## src/inc/dehsc_consts.vh

```
`ifndef DEHSC_CONSTS_VH
`define DEHSC_CONSTS_VH
// Register byte offsets
`define DEHSC_OFF_CTRL 8'h00
`define DEHSC_OFF_CAUSE 8'h04
`define DEHSC_OFF_MON 8'h08
// Register indices
`define DEHSC_IDX_NONE 2'd0
`define DEHSC_IDX_CTRL 2'd1
`define DEHSC_IDX_CAUSE 2'd2
`define DEHSC_IDX_MON 2'd3
// Halt control/status register fields
`define DEHSC_CTRL_DBGEN 0
`define DEHSC_CTRL_HALT 1
`define DEHSC_CTRL_STEP 2
`define DEHSC_CTRL_MASK 3
`define DEHSC_CTRL_SHALT 16
// Exception monitor control register fields
`define DEHSC_MON_CATCH_RST 0
`define DEHSC_MON_CATCH_HF 1
// Cause status register fields
`define DEHSC_CAUSE_W 5
`define DEHSC_CAUSE_HALTED 0
`define DEHSC_CAUSE_BREAKPOINT_CAUSE_FLAG 1
`define DEHSC_CAUSE_WATCH 2
`define DEHSC_CAUSE_CATCH 3
`define DEHSC_CAUSE_EXT 4
`define DEHSC_CAUSE_RESET 5'h00
// Bus constants
`define DEHSC_ZERO32 32'h0000_0000
`define DEHSC_HRESP_OKAY 1'b0
// Debug states, one-hot
`define DEHSC_ST_RUN 3'b001
`define DEHSC_ST_HALT 3'b010
`define DEHSC_ST_STEP 3'b100
`endif

```

## src/verilog/dehsc_cause_reg.v

```verilog
`timescale 1ns/10ps
`default_nettype none
`include "dehsc_consts.vh"
module dehsc_cause_reg (
  input wire mclk,
  input wire rst,
  input wire [4:0] setBits,
  input wire clrWe,
  input wire [4:0] clrBits,
  output wire [4:0] causeBits
);
  reg [4:0] cause_q;
  wire [4:0] cause_d;

  // Sticky flags, write one to clear, a set in the same cycle wins
  assign cause_d = (cause_q & ~(clrWe ? clrBits : `DEHSC_CAUSE_RESET)) | setBits;

  // Only power-on reset clears the flags, local reset is not wired here
  always @(posedge mclk) begin
    if (rst) begin
      cause_q <= `DEHSC_CAUSE_RESET;
    end else begin
      cause_q <= cause_d;
    end
  end

  assign causeBits = cause_q;
endmodule
`default_nettype wire

```

## src/verilog/dehsc_top.v

```verilog
// Our own choices: the address map and register access over AHB-Lite.
`timescale 1ns/10ps
`default_nettype none
`include "dehsc_consts.vh"
module dehsc_top (
  input wire mclk,
  input wire rst,
  input wire localRst,
  input wire hsel,
  input wire [31:0] haddr,
  input wire [1:0] htrans,
  input wire hwrite,
  input wire [2:0] hsize,
  input wire [31:0] hwdata,
  input wire hready,
  output wire hreadyout,
  output wire hresp,
  output wire [31:0] hrdata,
  input wire boundary,
  input wire bkptInstr,
  input wire bpuMatch,
  input wire fetchFault,
  input wire undefInstr,
  input wire dataMpuFault,
  input wire dwtMatch,
  input wire coreResetExit,
  input wire hardFaultEntry,
  input wire inNmiOrHardFault,
  input wire externalHaltRequest,
  output wire halted,
  output wire runEnable,
  output wire hardFaultReq,
  output wire lockup,
  output wire suppressSync,
  output wire blockPendSv,
  output wire blockSysTick,
  output wire blockExtIrq
);
  // One-hot debug states
  localparam [2:0] ST_RUN = `DEHSC_ST_RUN;
  localparam [2:0] ST_HALT = `DEHSC_ST_HALT;
  localparam [2:0] ST_STEP = `DEHSC_ST_STEP;

  // Debug state
  reg [2:0] state_q;
  reg [2:0] state_d;
  // Control bits written by the debugger, kept through a local reset
  reg dbgEn_q;
  reg haltReq_q;
  reg stepReq_q;
  reg maskInts_q;
  reg catchRst_q;
  reg catchHf_q;
  // Step progress
  reg stepped_q;
  reg stepped_d;
  // Core-facing results
  reg lockup_q;
  reg hard_fault_exception_q;
  reg suppress_q;
  // Bus data phase tracking
  reg wrPend_q;
  reg [1:0] wrIdx_q;
  reg [31:0] rdata_q;
  // Boundary decision, built combinationally
  reg [4:0] causeSet;
  reg takeHalt;
  reg takeSync;
  reg raiseHf;
  reg raiseLock;
  // Register strobes and event candidates
  wire [4:0] causeBits;
  wire addrPhase;
  wire ctrlWr;
  wire monWr;
  wire causeClr;
  wire maskActive;
  wire bkptEvt;
  wire bpuEvt;
  wire catchEvt;
  wire watchEvt;
  wire stepEvt;
  wire haltEvt;
  wire extEvt;
  wire isHalted;

  // Map a byte address onto a register index
  // Only the low address byte is decoded
  function [1:0] regIndex;
    input [31:0] addr;
    begin
      case (addr[7:0])
        `DEHSC_OFF_CTRL: regIndex = `DEHSC_IDX_CTRL;
        `DEHSC_OFF_CAUSE: regIndex = `DEHSC_IDX_CAUSE;
        `DEHSC_OFF_MON: regIndex = `DEHSC_IDX_MON;
        default: regIndex = `DEHSC_IDX_NONE;
      endcase
    end
  endfunction

  // Data phase of a write to the given register
  function wrHit;
    input pend;
    input [1:0] idx;
    input [1:0] want;
    begin
      wrHit = pend & (idx == want);
    end
  endfunction

  // Zero-wait slave, always OKAY
  // Every transfer ends after one data phase, so no wait-state logic
  assign addrPhase = hsel & htrans[1] & hready;
  assign hreadyout = 1'b1;
  assign hresp = `DEHSC_HRESP_OKAY;
  assign hrdata = rdata_q;
  // Data phase write strobes, one per register
  assign ctrlWr = wrHit(wrPend_q, wrIdx_q, `DEHSC_IDX_CTRL);
  assign monWr = wrHit(wrPend_q, wrIdx_q, `DEHSC_IDX_MON);
  assign causeClr = wrHit(wrPend_q, wrIdx_q, `DEHSC_IDX_CAUSE);
  assign isHalted = state_q == ST_HALT;
  // Interrupt masking only counts while halting debug is on
  assign maskActive = dbgEn_q & maskInts_q;

  // Address phase capture and read data for the following data phase
  // Read data is loaded at the address edge so it stands all data phase
  // A read right behind a write to the same register sees the old value
  always @(posedge mclk) begin
    if (rst) begin
      wrPend_q <= 1'b0;
      wrIdx_q <= `DEHSC_IDX_NONE;
      rdata_q <= `DEHSC_ZERO32;
    end else begin
      wrPend_q <= addrPhase & hwrite;
      wrIdx_q <= regIndex(haddr);
      if (addrPhase & ~hwrite) begin
        // Unmapped offsets read as zero
        rdata_q <= `DEHSC_ZERO32;
        case (regIndex(haddr))
          `DEHSC_IDX_CTRL: begin
            rdata_q[`DEHSC_CTRL_DBGEN] <= dbgEn_q;
            rdata_q[`DEHSC_CTRL_HALT] <= haltReq_q;
            rdata_q[`DEHSC_CTRL_STEP] <= stepReq_q;
            rdata_q[`DEHSC_CTRL_MASK] <= maskInts_q;
            rdata_q[`DEHSC_CTRL_SHALT] <= isHalted;
          end
          `DEHSC_IDX_CAUSE: rdata_q[`DEHSC_CAUSE_W-1:0] <= causeBits;
          `DEHSC_IDX_MON: begin
            rdata_q[`DEHSC_MON_CATCH_RST] <= catchRst_q;
            rdata_q[`DEHSC_MON_CATCH_HF] <= catchHf_q;
          end
          default: rdata_q <= `DEHSC_ZERO32;
        endcase
      end
    end
  end

  // Candidate events presented by the core at an instruction boundary
  // A faulting fetch never yields a breakpoint; a data match is void when
  // the access cannot happen or already took a protection fault
  assign bkptEvt = bkptInstr & ~fetchFault;
  assign bpuEvt = bpuMatch & ~fetchFault;
  assign catchEvt = (catchRst_q & coreResetExit) | (catchHf_q & hardFaultEntry);
  assign watchEvt = dwtMatch & ~dataMpuFault & ~undefInstr;
  assign stepEvt = (state_q == ST_STEP) & stepped_q;
  assign haltEvt = haltReq_q & (state_q == ST_RUN);
  // External request is a level, dropped while halted
  assign extEvt = externalHaltRequest & ~isHalted;

  // Boundary decision: halt, escalate, or ignore
  always @* begin
    causeSet = `DEHSC_CAUSE_RESET;
    takeHalt = 1'b0;
    takeSync = 1'b0;
    raiseHf = 1'b0;
    raiseLock = 1'b0;
    // Nothing is taken while halted or locked; asynchronous requests wait
    // for the next boundary that the core reports
    if (boundary & ~isHalted & ~lockup_q) begin
      if (dbgEn_q) begin
        takeHalt = 1'b1;
        // One synchronous event wins, step first
        // Only the winner's cause flag is set
        if (stepEvt) begin
          causeSet[`DEHSC_CAUSE_HALTED] = 1'b1;
          takeSync = 1'b1;
        end else if (bkptEvt | bpuEvt) begin
          causeSet[`DEHSC_CAUSE_BREAKPOINT_CAUSE_FLAG] = 1'b1;
          takeSync = 1'b1;
        end else if (catchEvt) begin
          causeSet[`DEHSC_CAUSE_CATCH] = 1'b1;
          takeSync = 1'b1;
        end else if (haltEvt) begin
          causeSet[`DEHSC_CAUSE_HALTED] = 1'b1;
        end else if (extEvt) begin
          causeSet[`DEHSC_CAUSE_EXT] = 1'b1;
        end else if (watchEvt) begin
          causeSet[`DEHSC_CAUSE_WATCH] = 1'b1;
        end else begin
          takeHalt = 1'b0;
        end
      end else if (bkptEvt) begin
        // Disabled: only the breakpoint instruction acts
        // Comparator matches are ignored while disabled
        causeSet[`DEHSC_CAUSE_BREAKPOINT_CAUSE_FLAG] = 1'b1;
        raiseHf = ~inNmiOrHardFault;
        raiseLock = inNmiOrHardFault;
      end
    end
  end

  // Debug state machine and control register
  always @* begin
    state_d = state_q;
    stepped_d = stepped_q;
    case (state_q)
      ST_RUN: begin
        // A taken event halts at the next edge
        if (takeHalt) begin
          state_d = ST_HALT;
        end
      end
      ST_HALT: begin
        if (ctrlWr & dbgEn_q & ~hwdata[`DEHSC_CTRL_HALT]) begin
          // Step leaves and comes back; plain release resumes
          // The releasing write must carry the step bit itself
          if (hwdata[`DEHSC_CTRL_STEP]) begin
            state_d = ST_STEP;
          end else begin
            state_d = ST_RUN;
          end
          // Step progress restarts on every release
          stepped_d = 1'b0;
        end
      end
      ST_STEP: begin
        // First boundary runs the stepped instruction; the next one halts
        // After an exception entry or tail chain the core reports its next
        // boundary at the handler's first instruction, so only one stacking
        if (takeHalt) begin
          state_d = ST_HALT;
        end else if (boundary) begin
          stepped_d = 1'b1;
        end
      end
      default: state_d = ST_RUN;
    endcase
    // With halting debug off the control bits have no effect
    if (~dbgEn_q) begin
      state_d = ST_RUN;
    end
  end

  // Control and state flops; local reset restarts the core side only
  // Power-on reset clears every bit held here
  always @(posedge mclk) begin
    if (rst) begin
      state_q <= ST_RUN;
      stepped_q <= 1'b0;
      dbgEn_q <= 1'b0;
      haltReq_q <= 1'b0;
      stepReq_q <= 1'b0;
      maskInts_q <= 1'b0;
      catchRst_q <= 1'b0;
      catchHf_q <= 1'b0;
      lockup_q <= 1'b0;
      hard_fault_exception_q <= 1'b0;
      suppress_q <= 1'b0;
    end else begin
      state_q <= localRst ? ST_RUN : state_d;
      stepped_q <= localRst ? 1'b0 : stepped_d;
      // Lockup stays until either reset
      lockup_q <= ~localRst & (lockup_q | raiseLock);
      // Escalation and suppression are one-cycle pulses
      hard_fault_exception_q <= raiseHf;
      suppress_q <= takeSync;
      // Control bits ignore the local reset
      if (ctrlWr) begin
        dbgEn_q <= hwdata[`DEHSC_CTRL_DBGEN];
        haltReq_q <= hwdata[`DEHSC_CTRL_HALT];
        stepReq_q <= hwdata[`DEHSC_CTRL_STEP];
        maskInts_q <= hwdata[`DEHSC_CTRL_MASK];
      end
      // Entering Debug state raises the halt request bit too, so a read
      // after a new event shows both halt bits set
      if (takeHalt) begin
        haltReq_q <= 1'b1;
      end
      // Catch enables
      if (monWr) begin
        catchRst_q <= hwdata[`DEHSC_MON_CATCH_RST];
        catchHf_q <= hwdata[`DEHSC_MON_CATCH_HF];
      end
    end
  end

  // Sticky cause flags
  // Kept in their own module, which sees only the power-on reset
  dehsc_cause_reg u_dehsc_cause_reg (
    .mclk(mclk),
    .rst(rst),
    .setBits(causeSet),
    .clrWe(causeClr),
    .clrBits(hwdata[`DEHSC_CAUSE_W-1:0]),
    .causeBits(causeBits)
  );

  // Core-facing outputs
  assign halted = isHalted;
  // Run is refused while halted or locked up
  assign runEnable = ~isHalted & ~lockup_q;
  assign hardFaultReq = hard_fault_exception_q;
  assign lockup = lockup_q;
  assign suppressSync = suppress_q;
  // The three maskable sources share one gate
  assign blockPendSv = maskActive;
  assign blockSysTick = maskActive;
  assign blockExtIrq = maskActive;
endmodule
`default_nettype wire
```

## config.mk

```make
export PLATFORM = sky130hd
export DESIGN_NAME = dehsc_top
export DESIGN_NICKNAME = d
export VERILOG_FILES = /design/src/verilog/dehsc_cause_reg.v /design/src/verilog/dehsc_top.v
export VERILOG_INCLUDE_DIRS = /design/src /design/src/inc
export SDC_FILE = /design/constraint.sdc
export NUM_CORES = 1
export LEC_CHECK = 0
export BUFFER_PORTS_ARGS = -buffer_cell sky130_fd_sc_hd__buf_2
export CAP_MARGIN = 40
export CELL_PAD_IN_SITES_DETAIL_PLACEMENT = 0
export CELL_PAD_IN_SITES_GLOBAL_PLACEMENT = 2
export CORE_ASPECT_RATIO = 1.4
export CORE_MARGIN = 1.5
export CORE_UTILIZATION = 20
export DETAILED_ROUTE_END_ITERATION = 12
export PLACE_DENSITY_LB_ADDON = 0.1
export RECOVER_POWER = 25
export SLEW_MARGIN = 10
export SYNTH_ARGS = -nofsm -noshare
export SYNTH_HDL_FRONTEND = slang
export SYNTH_SLANG_ARGS = --single-unit
```

## constraint.sdc

```tcl
create_clock -name mclk -period 2.7 [get_ports mclk]
set_clock_uncertainty 0.05 [all_clocks]
set_input_delay 0.81 -clock mclk [delete_from_list [all_inputs] [get_ports mclk]]
set_output_delay 0.81 -clock mclk [all_outputs]
set_load 0.03 [all_outputs]
```

Word level (Yosys, flattened, before mapping)
Cells that the tools add are included.
{ "classes": {"eq_ne": 15, "muxes": 50, "bitwise_logic": 41, "reduce_logical": 10} }
{ "op_table": {"columns": ["cell", "n"], "rows": [
  ["two-way mux 1 bit", 35],
  ["bitwise AND 1 bit", 23],
  ["two-way mux 3 bit", 5],
  ["inverter 1 bit", 12],
  ["case mux 2 bit (3 select lines)", 2],
  ["two-way mux 5 bit", 2],
  ["equality test 2 bit (second input constant)", 4],
  ["equality test 8 x 3 -> 1 bit (second input constant)", 1],
  ["equality test 8 x 4 -> 1 bit (second input constant)", 1],
  ["logical NOT 8 bit", 1],
  ["case mux 3 bit (2 select lines)", 1],
  ["OR reduction 3 bit", 2],
  ["bitwise AND 5 bit", 1],
  ["inverter 5 bit", 1],
  ["OR 5 bit", 1],
  ["equality test 2 x 1 -> 1 bit (second input constant)", 2],
  ["two-way mux 2 bit", 2],
  ["two-way mux 4 bit", 1],
  ["inequality test 2 x 1 -> 1 bit (second input constant)", 2],
  ["inequality test 2 bit (second input constant)", 2],
  ["case mux 2 bit (2 select lines)", 1],
  ["AND reduction 4 bit", 1],
  ["nonzero test 2 bit", 2],
  ["OR reduction 2 bit", 2],
  ["7 further kinds", 9]
]} }
{ "word_totals": {"inputBits": 86, "reg_bits": 27, "word_cells": 131} }

Depth between registers and ports, before layout
Gate-level depths: netlist (run 1).
{ "depth": {"ltp_word": 13, "depth_mapped": 9} }

Cells and area by module
From an unflattened synthesis (run 1), not the netlist that was laid out.
{ "unflattened": {"hier_cells": 189, "hier_area_um2": 1641.6} }
{ "modules_own_cells": {"columns": ["module", "area_each_um2", "instances", "cells_per_inst"], "rows": [
  ["dehsc_top", 1460.2, 1, 169],
  ["dehsc_cause_reg", 181.4, 1, 20]
]} }

Least setup slack after synthesis (run 1)
Ideal clock, no wire load.
{ "synth_timing": {"path_kind": "input to register", "from": "input haddr[5]", "to": "register rdata_q[1] (netlist: hrdata[1])", "setup_ns": 0.128, "t_required_ns": 2.522, "arrival_time_ns": 2.192, "cell_stages": 8, "setup_slack_ns": 0.331, "cell_sequence": "nor4_1 > nand2_1 > or2_1 > ha_1 > a222oi_1 > nor3_1 > a21oi_1 > nor2_1"} }
{ "synth_via": {"elab_chain_cells": 6, "word_cells_on_any_way": 10} }
{ "synth_rtl": {"columns": ["item", "line", "text"], "rows": [
  ["from (decl)", "dehsc_top.v:10", "input wire [31:0] haddr,"],
  ["equality test 8 x 4 -> 1 bit (tied with other cells)", "dehsc_top.v:92", "case (addr[7:0])"],
  ["case mux 2 bit (3 select lines) *", "dehsc_top.v:92", null],
  ["two-way mux 2 bit *", "dehsc_top.v:136", "if (addrPhase & ~hwrite) begin"],
  ["two-way mux 2 bit *", "dehsc_top.v:129", "if (rst) begin"],
  ["equality test 2 bit / equality test 2 x 1 -> 1 bit (equally long branches)", "dehsc_top.v:139", "case (regIndex(haddr))"],
  ["case mux 2 bit (3 select lines) *", "dehsc_top.v:139", null],
  ["to (signal assigned)", "dehsc_top.v:132", "rdata_q <= `DEHSC_ZERO32;"],
  ["to (signal assigned)", "dehsc_top.v:138", "rdata_q <= `DEHSC_ZERO32;"],
  ["to (signal, indexed assignment)", "dehsc_top.v:141", "rdata_q[`DEHSC_CTRL_DBGEN] <= dbgEn_q;"],
  ["to (decl)", "dehsc_top.v:64", "reg [31:0] rdata_q;"]
]} }
Mark *: on every way between the ends. The rest lies on a longest branch, timed or not. The select of a mux whose other input is x is not followed.
A chain may end at the register's enable or synchronous reset.

Final worst setup path (run 1)
{ "layout_timing": {"from": "register state_q[1]", "to": "output runEnable"} }
{ "layout_via": {"elab_chain_cells": 3} }
{ "layout_rtl": {"columns": ["item", "line", "text"], "rows": [
  ["from (decl)", "dehsc_top.v:45", "reg [2:0] state_q;"],
  ["from (signal assigned)", "dehsc_top.v:270", "state_q <= localRst ? ST_RUN : state_d;"],
  ["equality test 3 x 2 -> 1 bit", "dehsc_top.v:121", "assign isHalted = state_q == ST_HALT;"],
  ["inverter 1 bit", "dehsc_top.v:311", "assign runEnable = ~isHalted & ~lockup_q;"],
  ["bitwise AND 1 bit", "dehsc_top.v:311", null],
  ["to (decl)", "dehsc_top.v:31", "output wire runEnable,"]
]} }
Every way passes these cells.

==> impl_metrics.tcl, run 1 <==
set metrics [dict create \
    status "finished clean" \
    synth_cells 189 \
    num-fill-cells 911 \
    postCtsResizedCells 0 \
    synth_area_leaders "dfxtp_1 (33%), buf_4 (14%), nor2_1 (5.5%)" \
    synth-edff-count 0 \
    peakVddDrop_mv 0.170 \
    required_ns 1.84 \
    layoutNonFillerInstCount 333 \
    worst_slack_ns 0.208 \
    num_vias 1406 \
    drv_slew 0 \
    rsz0062_at_grt "no" \
    hpwl_mm 3.57 \
    gp_congestion 0.791 \
    clock_path_buffers 2 \
    clockRootBuffer "clkbuf_8" \
    die_w_microns 79.3 \
    cp-start-kind "flip-flop" \
    worstHoldEndpoint "hrdata[16]" \
    cp-end-kind "output port" \
    holdBufCountCts 0 \
    finalHoldViolations 0 \
    viasPerCell 4.22 \
    yosys.area.top_type "dfxtp_1" \
    rrSetupSlack_ns 0.90 \
    io_pins 128 \
    crit_buf_inv 2 \
    min_path_cells 2 \
    cp_top_family "simple AND/OR/NAND/NOR gates" \
    antenna_found_initial 0 \
    rr_endpoint "stepped_q" \
    worst-setup-path-type "flip-flop to output port" \
    grt_usage_pct 10.4 \
    cp_slowest_stage_delay_ns 0.56 \
    diodes 0 \
    grt_max_degree 27 \
    ys_seq_area_share_pct 33.2 \
    clk_pin_slew_worst_paths_ns 0.10 \
    fmax_ghz 0.401 \
    synth_area_sq_um 1630 \
    pwr_density_cell_nw_per_um2 399 \
    finalCritPeriodShare_pct 92.3 \
    ant_nets 0 \
    crit_chain "or3b_1, clkinv_8, nor2_1, buf_2" \
    clk_latency_ns 0.28 \
    dr.pass1.iters 4 \
    worstPathArrival_ns 1.63 \
    power_leakage_nw 0.839 \
    final_layout_size_suffix_gt1_share_pct 25.8 \
    synthToLayoutAreaGrowth_pct 16.6 \
    drt_iter0_markers 39 \
    pre_cts_ws_ns -0.0867 \
    worstSetupStartpoint "state_q[1]" \
    worstPathMaxFanout 8 \
    dieArea_sq_um 8710 \
    placed_cells 329 \
    ys.flop_type "dfxtp_1" \
    htreeDepth 1 \
    core-area_sq_um 7850 \
    r2r-start "state_q[1]" \
    synth-seq-cells 27 \
    cts.sinks 27 \
    wl_per_cell_microns 13.4 \
    synth-warning-count 0 \
    first_global_vias 1363 \
    initial_utilization_pct 20.8 \
    tightest_slew_ns 1.19 \
    cts_tree "built" \
    cts_buffers 3 \
    numPortBuffers 44 \
    rows 38 \
    grt_pass1_wl_mm 6.87 \
    wirelength_mm 4.47 \
    relSlewSlack_pct 20.6 \
    avgSynthCellArea_sq_um 8.63 \
    final_nets 324 \
    synth_cell_type_count 54 \
    worstRegToRegCells 5 \
    hold_start "hrdata[16]" \
    synthArstFlopShare_pct 0 \
    setup_tns_ns 0 \
    hold_class "flip-flop to flip-flop" \
    post_cts_buffers 0 \
    period_needed_ns 2.49 \
    synth_top_area_share_pct 33.2 \
    setup_viol 0 \
    maxCapViolCount 0 \
    fp.dieH_microns 110 \
    drcViolationCount 0 \
    gr-total-overflow 0 \
    final_util_pct 24.2 \
    slowest_stage "or3b_1" \
]
## worst register-to-register path: stages (launching register included)
cell and delay [ns]:
dfxtp_1 0.43, or3b_1 0.56, clkinv_8 0.15, nor2_4 0.06
o41ai_1 0.34, o21bai_1 0.15
## registers in the layout, indices dropped and copies added (netlist names)
register and flops:
catchHf_q 1, catchRst_q 1, dbgEn_q 1, haltReq_q 1
hardFaultReq 1, hrdata 6, lockup 1, maskInts_q 1
state_q 3, stepReq_q 1, stepped_q 1, suppressSync 1
u_dehsc_cause_reg.causeBits 5, wrIdx_q 2, wrPend_q 1
## per-stage QoR
step                instance area [sq um]  power (mW)  hold WS [ns]
floorplan                            1730       0.519         0.396
global placement                     1860       0.525         0.393
detailed placement                   1860       0.525         0.404
CTS                                  1900       0.768         0.420
global route                         1900       0.789         0.431
finish                               1900       0.758         0.415
## routing by layer
metal  track usage (%)  part of all wire, %
met2              19.4                   52
met1              11.6                   41
met5                 0                    0
met4              4.64                  2.6
met3              1.41                  3.7
## where the power goes
part,switching [mW],total (mW),internal [mW]
Combinational,0.0858,0.113,0.0273
Clock,0.138,0.244,0.106
Sequential,0.00138,0.401,0.400
## synth_stat cells (2+ instances only)
cell,number
mux2i_1,6
conb_1,2
a21oi_1,8
a32oi_1,2
buf_4,30
nand2_1,12
nor3b_1,2
nand3b_1,3
nor2_1,24
clkbuf_1,4
dfxtp_1,27
or3_1,2
ha_1,4
a22oi_1,2
and4bb_2,2
nand3_1,6
a222oi_1,2
inv_1,5
or2_1,2
nor3_1,8
nand2b_1,3
## layout make-up
type	count	area (sq um)	share of cell area, %
clock buffers	4	45.0	2.37
inverters	6	35.0	1.84
multi-input cells	147	901	47.4
flip-flops and latches	27	541	28.4
well taps	100	125	6.58
repair buffers	49	254	13.4
## placed cells by master (no fill, tap or decap), drive strengths merged, types with 2 or more instances in the layout
cell type / netlist / layout
buf: 31 / 46
conb: 2 / 28
dfxtp: 27 / 27
nor2: 25 / 25
nand2: 13 / 13
a21oi: 9 / 9
nor3: 8 / 8
clkbuf: 4 / 7
nand3: 6 / 6
mux2i: 6 / 6
inv: 5 / 5
ha: 4 / 4
nand3b: 4 / 4
nand2b: 3 / 3
nor4: 3 / 3
or2: 2 / 2
or3: 2 / 2
and4bb: 2 / 2
a222oi: 2 / 2
nor3b: 2 / 2
a32oi: 2 / 2
a22oi: 2 / 2
o311ai: 2 / 2
## worst max-delay path by stage
| stage | endpoint | slack [ns] | depth (start not counted) |
|---|---|---|---|
| 2_1_floorplan | hrdata[1] | 0.33 | 8 |
| 3_3_place_gp | hrdata[1] | -0.09 | 9 |
| 3_5_place_dp | hrdata[1] | -0.09 | 9 |
| 4_1_cts | runEnable | 0.18 | 4 |
| 5_1_grt | hrdata[1] | 0.04 | 9 |
| 6_report | runEnable | 0.21 | 4 |
## cells by family (layout without fill, tap and decap cells)
family / count (synthesis) / after routing / share of synthesized area (%)
AOI/OAI and AO/OA: 32 / 32 / 15.1
xor gates and xnor gates: 1 / 1 / 0.537
adders and majority gates: 4 / 4 / 3.07
buffers and inverters: 41 / 59 / 17.6
DFF: 27 / 27 / 33.2
muxes: 6 / 6 / 3.68
other: 2 / 28 / 0.461
and+or+nand+nor: 76 / 76 / 26.4
Note: power is estimated with default switching activity, not from simulation.
==> inputs of run 2 (changes only) <==
--- a/config.mk
+++ b/config.mk
@@ -6,15 +6,16 @@
 export SDC_FILE = /design/constraint.sdc
 export NUM_CORES = 1
 export LEC_CHECK = 0
+export ABC_AREA = 1
 export BUFFER_PORTS_ARGS = -buffer_cell sky130_fd_sc_hd__buf_2
 export CAP_MARGIN = 40
 export CELL_PAD_IN_SITES_DETAIL_PLACEMENT = 0
 export CELL_PAD_IN_SITES_GLOBAL_PLACEMENT = 2
 export CORE_ASPECT_RATIO = 1.4
 export CORE_MARGIN = 1.5
-export CORE_UTILIZATION = 20
+export CORE_UTILIZATION = 19
 export DETAILED_ROUTE_END_ITERATION = 12
-export PLACE_DENSITY_LB_ADDON = 0.1
+export PLACE_DENSITY = 0.76
 export RECOVER_POWER = 25
 export SLEW_MARGIN = 10
 export SYNTH_ARGS = -nofsm -noshare
==> run 2 against run 1 <==
Effect of this change:
- clock power rose by 38%
- routed wire length decreased by 12%
- register-to-register slack gained 0.04 ns
- setup slack improved by 0.18 ns
- critical path depth up 1
- global-route usage decreased by 1.2 points
- via count increased by 2.7%
- synthesized cell count increased by 19%
- sequential share of layout area is 0.20 points lower
- flip-flop and latch count unchanged
- sequential power barely moved
- largest cell class unchanged
==> impl_metrics.tcl, run 2 <==
set metrics [dict create \
    status "finished clean" \
    synth_cell_type_count 32 \
    yosys.area.top_type "dfxtp_1" \
    finalCritPeriodShare_pct 85.5 \
    viasPerCell 3.90 \
    synth-seq-cells 27 \
    wirelength_mm 3.92 \
    wl_per_cell_microns 10.6 \
    largest_reg_flops 6 \
    setup_tns_ns 0 \
    core-area_sq_um 8250 \
    fp.dieH_microns 113 \
    combPwrFrac_pct 13.0 \
    postCtsResizedCells 0 \
    relSlewSlack_pct 49.1 \
    final_layout_size_suffix_gt1_share_pct 22.8 \
    finalHoldViolations 0 \
    cp_slowest_stage_delay_ns 0.39 \
    ys_seq_area_share_pct 33.2 \
    first_global_vias 1362 \
    worst-setup-path-type "flip-flop to output port" \
    finalPower_mw 0.847 \
    required_ns 1.84 \
    pwr_density_cell_nw_per_um2 443 \
    grt_pass1_wl_mm 6.43 \
    cts_buffers 3 \
    numPortBuffers 44 \
    initial_utilization_pct 19.7 \
    layoutNonFillerInstCount 370 \
    tightest_slew_ns 0.763 \
    p_sw_share_pct 26.1 \
    most-common-layout-cells "buf_2 (43), nand2_1 (37), conb_1 (28)" \
    gp_congestion 0.718 \
    ys.flop_type "dfxtp_1" \
    min_path_cells 2 \
    synth_common_cells "nand2_1 (36), buf_4 (30), dfxtp_1 (27), inv_1 (27)" \
    final_nets 359 \
    top_layer_used "met4" \
    worstPathMaxFanout 6 \
    htreeDepth 1 \
    maxCapViolCount 0 \
    clockRootBuffer "clkbuf_16" \
    synthArstFlopShare_pct 0 \
    placed_cells 366 \
    synth_cells 224 \
    num-fill-cells 936 \
    clk_latency_ns 0.26 \
    drv_slew 0 \
    gr-total-overflow 0 \
    p_int_mw 0.626 \
    synthToLayoutAreaGrowth_pct 17.6 \
    clk_pin_slew_worst_paths_ns 0.07 \
    power_switching_mw 0.221 \
    holdBufCountCts 0 \
    io_pins 128 \
    cp-end-kind "output port" \
    multi_input_area_sq_um 826 \
    grt_max_degree 16 \
    drcViolationCount 0 \
    avgSynthCellArea_sq_um 7.27 \
    clockPowerShare_pct 39.7 \
    worstRegToRegCells 13 \
    crit_buf_inv 2 \
    worstPathArrival_ns 1.45 \
    ant_nets 0 \
    crit_chain "nor2_2, nand2_1, inv_4, nor2_1, buf_2" \
    cp_top_family "simple AND/OR/NAND/NOR gates" \
    rsz0062_at_grt "no" \
    drt_iter0_markers 66 \
    post_cts_buffers 0 \
    synth-edff-count 0 \
    grt_usage_pct 9.16 \
    regArea_sq_um 541 \
    route.met2.wl_mm 1.87 \
    clock_path_buffers 2 \
    rows 39 \
    diodes 0 \
    hpwl_mm 3.15 \
    power_leakage_nw 0.914 \
    dr.pass1.iters 4 \
    period_needed_ns 2.31 \
    synth_most_common_cell "nand2_1" \
    synth_area_leaders "dfxtp_1 (33%), buf_4 (14%), nand2_1 (8.3%)" \
    cts.sinks 27 \
    peakVddDrop_mv 0.230 \
    fmax_ghz 0.433 \
    synth_top_area_share_pct 33.2 \
    setup_viol 0 \
    wl_met1_mm 1.77 \
    cp_num_cells 5 \
    cts_tree "built" \
    wl_met3_microns 232 \
    synth-warning-count 0 \
    slowest_stage "dfxtp_1" \
    num_vias 1444 \
    hold_class "flip-flop to flip-flop" \
    antenna_found_initial 0 \
    die_w_microns 81.2 \
    p_seq_share_pct 47.3 \
    mostFrequentLayoutCell "buf_2" \
    dieArea_sq_um 9140 \
    synth_area_sq_um 1630 \
    cp-start-kind "flip-flop" \
]
## run 2: area by class of cell
cell class	count	share of cell area, %
multi-input cells	162	43.1
flip-flops and latches	27	28.2
inverters	29	5.82
well taps	102	6.67
repair buffers	46	12.0
clock buffers	4	4.12
## run 2: power groups by stage
stage,registers [mW],clock network (mW),logic [mW]
final,0.401,0.336,0.110
after global routing,0.400,0.366,0.121
after CTS,0.400,0.352,0.112
after detailed placement,0.410,0,0.111
after global placement,0.410,0,0.111
after floorplan,0.410,0,0.108
## run 2: worst register-to-register path: stages, from the launching register on
cell and delay [ns]:
dfxtp_1 0.39, nor2_2 0.04, nand2_1 0.22, inv_4 0.08, nor2_1 0.21, nand2_4 0.11, nor2_8 0.12, nand2_4 0.08
nand2_1 0.08, nand2_1 0.05, nand2_1 0.08, nand2_1 0.05, nand2_1 0.06, nor2_2 0.03
## run 2: cells by family (layout without fill, tap and decap cells)
logic type / Yosys count / count (layout) / share of synthesized area (%)
other: 2 / 28 / 0.461
AO/OA/AOI/OAI: 40 / 40 / 13.6
adder cells (fa/ha/maj): 4 / 4 / 3.07
AND/OR/NAND/NOR: 90 / 90 / 28.5
buffers and inverters: 61 / 79 / 21.1
flip-flops: 27 / 27 / 33.2
## run 2: through the flow
stage                     cell area [sq um]  hold WS [ns]  util [%]  setup slack, ns
after global placement                 1860         0.406      22.5            0.155
after floorplan                        1730         0.388         -            0.342
after CTS                              1930         0.420      23.5            0.419
after detailed placement               1860         0.408      22.5            0.156
after global routing                   1910         0.446      23.2            0.270
final                                  1910         0.417      23.2            0.390
## run 2: path summary, 6_finish.rpt
check | start | to | slack (ns)
worst min-delay path | catchHf_q | catchHf_q | 0.42
worst max-delay path | state_q[0] | runEnable | 0.39
worst min register to register | catchHf_q | catchHf_q | 0.42
worst max register to register | state_q[0] | stepped_q | 0.94
## run 2: layer usage
metal,vias up,global-route usage (%)
met5,-,0
met4,0,3.10
met3,2,1.54
met2,60,15.1
met1,631,11.9
li1,751,-
==> inputs of run 3 (changes only) <==
--- a/config.mk
+++ b/config.mk
@@ -10,12 +10,11 @@
 export BUFFER_PORTS_ARGS = -buffer_cell sky130_fd_sc_hd__buf_2
 export CAP_MARGIN = 40
 export CELL_PAD_IN_SITES_DETAIL_PLACEMENT = 0
-export CELL_PAD_IN_SITES_GLOBAL_PLACEMENT = 2
-export CORE_ASPECT_RATIO = 1.4
+export CELL_PAD_IN_SITES_GLOBAL_PLACEMENT = 1
 export CORE_MARGIN = 1.5
-export CORE_UTILIZATION = 19
+export CORE_UTILIZATION = 25
 export DETAILED_ROUTE_END_ITERATION = 12
-export PLACE_DENSITY = 0.76
+export PLACE_DENSITY = 0.75
 export RECOVER_POWER = 25
 export SLEW_MARGIN = 10
 export SYNTH_ARGS = -nofsm -noshare
==> run 3 against run 2 <==
Effect of this change:
- combinational power about the same
- power is 12% lower
- hold slack improved by 0.0068 ns
- critical endpoint unchanged
- largest power group unchanged
==> impl_metrics.tcl, run 3 (same netlist as run 2, synthesis figures left out) <==
set metrics [dict create \
    status "finished clean" \
    cp-start-kind "flip-flop" \
    most-common-layout-cells "buf_2 (43), nand2_1 (38), conb_1 (28)" \
    final_nets 358 \
    hpwl_mm 2.87 \
    drt_iter0_markers 108 \
    drv_slew 0 \
    tightest_slew_ns 0.687 \
    htreeDepth 1 \
    cp_top_family "flip-flops" \
    crit_chain "nor2_2, nand2_1, inv_4, nor2_1, buf_2" \
    initial_utilization_pct 25.8 \
    wl_per_cell_microns 10.5 \
    maxCapViolCount 0 \
    grt_usage_pct 10.5 \
    r2r-start "state_q[0]" \
    multi_input_area_sq_um 818 \
    worstPathMaxFanout 6 \
    peakVddDrop_mv 0.226 \
    largest_reg_flops 6 \
    drcViolationCount 0 \
    combPwrFrac_pct 14.5 \
    dieArea_sq_um 7000 \
    viasPerCell 4.13 \
    clk_latency_ns 0.28 \
    clockRootBuffer "clkbuf_8" \
    worstPathArrival_ns 1.36 \
    post_cts_buffers 0 \
    fp.dieH_microns 83.7 \
    cts_tree "built" \
    power_leakage_nw 0.900 \
    final_layout_size_suffix_gt1_share_pct 22.8 \
    diodes 0 \
    first_global_vias 1304 \
    grt_pass1_wl_mm 6.06 \
    fmax_ghz 0.450 \
    grt_max_degree 16 \
    setup_viol 0 \
    finalHoldViolations 0 \
    hold_class "flip-flop to flip-flop" \
    setup_tns_ns 0 \
    final_util_pct 29.1 \
    io_pins 128 \
    core-area_sq_um 6310 \
    layoutNonFillerInstCount 344 \
    clock_path_buffers 2 \
    whs_ns 0.424 \
    gp_congestion 0.786 \
    crit_buf_inv 2 \
    hold_start "hrdata[16]" \
    p_sw_share_pct 29.3 \
    mostFrequentLayoutCell "buf_2" \
    finalCritPeriodShare_pct 82.2 \
    num_vias 1422 \
    postCtsResizedCells 0 \
    rsz0062_at_grt "no" \
    slowest_stage "dfxtp_1" \
    pwr_density_cell_nw_per_um2 405 \
    clk_pin_slew_worst_paths_ns 0.10 \
    p_int_mw 0.527 \
    required_ns 1.84 \
    cts_buffers 3 \
    p_seq_share_pct 53.7 \
    wirelength_mm 3.62 \
    synthToLayoutAreaGrowth_pct 13.0 \
    num-fill-cells 739 \
    rows 29 \
    die_w_microns 83.7 \
    dr.pass1.iters 4 \
    ant_nets 0 \
    period_needed_ns 2.22 \
    antenna_found_initial 0 \
    relSlewSlack_pct 54.2 \
    clockPowerShare_pct 31.8 \
    holdBufCountCts 0 \
    gr-total-overflow 0 \
    cp_slowest_stage_delay_ns 0.40 \
    power_switching_mw 0.218 \
    finalPower_mw 0.745 \
    numPortBuffers 44 \
    worstSetupStartpoint "state_q[0]" \
    cts.sinks 27 \
    worst-setup-path-type "flip-flop to output port" \
    cp-end-kind "output port" \
    placed_cells 340 \
    regArea_sq_um 541 \
]
run 3: final timing paths:
| check | endpoint | slack, ns | cells past startpoint |
|---|---|---|---|
| worst max register to register | stepped_q | 0.92 | 13 |
| worst max-delay path | runEnable | 0.48 | 5 |
| worst min-delay path | hrdata[16] | 0.42 | 2 |
| worst min register to register | hrdata[16] | 0.42 | 2 |
run 3: area by class of cell:
type,count,share of cell area [%]
Multi-Input combinational cell,162,44.5
Sequential cell,27,29.4
Timing Repair Buffer,45,12.3
Inverter,29,6.05
Tap cell,77,5.24
Clock buffer,3,2.24
Clock inverter,1,0.272
run 3: metal layers:
| layer | part of all wire [%] | vias to the layer above | wire length, microns | global-route usage (%) |
|---|---|---|---|---|
| met2 | 45 | 45 | 1640 | 17.2 |
| met4 | 0.64 | 0 | 23 | 1.79 |
| met5 | 0 | - | 0 | 0 |
| met3 | 6.2 | 4 | 224 | 2.87 |
| li1 | - | 748 | - | - |
| met1 | 48 | 625 | 1730 | 13.9 |
run 3: tightest hold or removal path, delay by kind of cell, from the launching register on:
family	cells	cell delay, ns
AO/OA/AOI/OAI	1	0.06
AND/OR/NAND/NOR	1	0.06
flip-flops	1	0.32
run 3: through the flow:
| step | cell area (sq um) | setup WS (ns) |
|---|---|---|
| 2_1_floorplan | 1730 | 0.342 |
| 3_3_place_gp | 1820 | 0.173 |
| 3_5_place_dp | 1820 | 0.178 |
| 4_1_cts | 1860 | 0.470 |
| 5_1_grt | 1840 | 0.359 |
| 6_report | 1840 | 0.480 |
run 3: power by group through the flow:
stage | Clock (mW) | Combinational [mW] | Sequential [mW]
finish | 0.237 | 0.108 | 0.400
global route | 0.257 | 0.118 | 0.401
CTS | 0.241 | 0.109 | 0.401
detailed placement | 0 | 0.109 | 0.410
global placement | 0 | 0.108 | 0.410
floorplan | 0 | 0.108 | 0.410
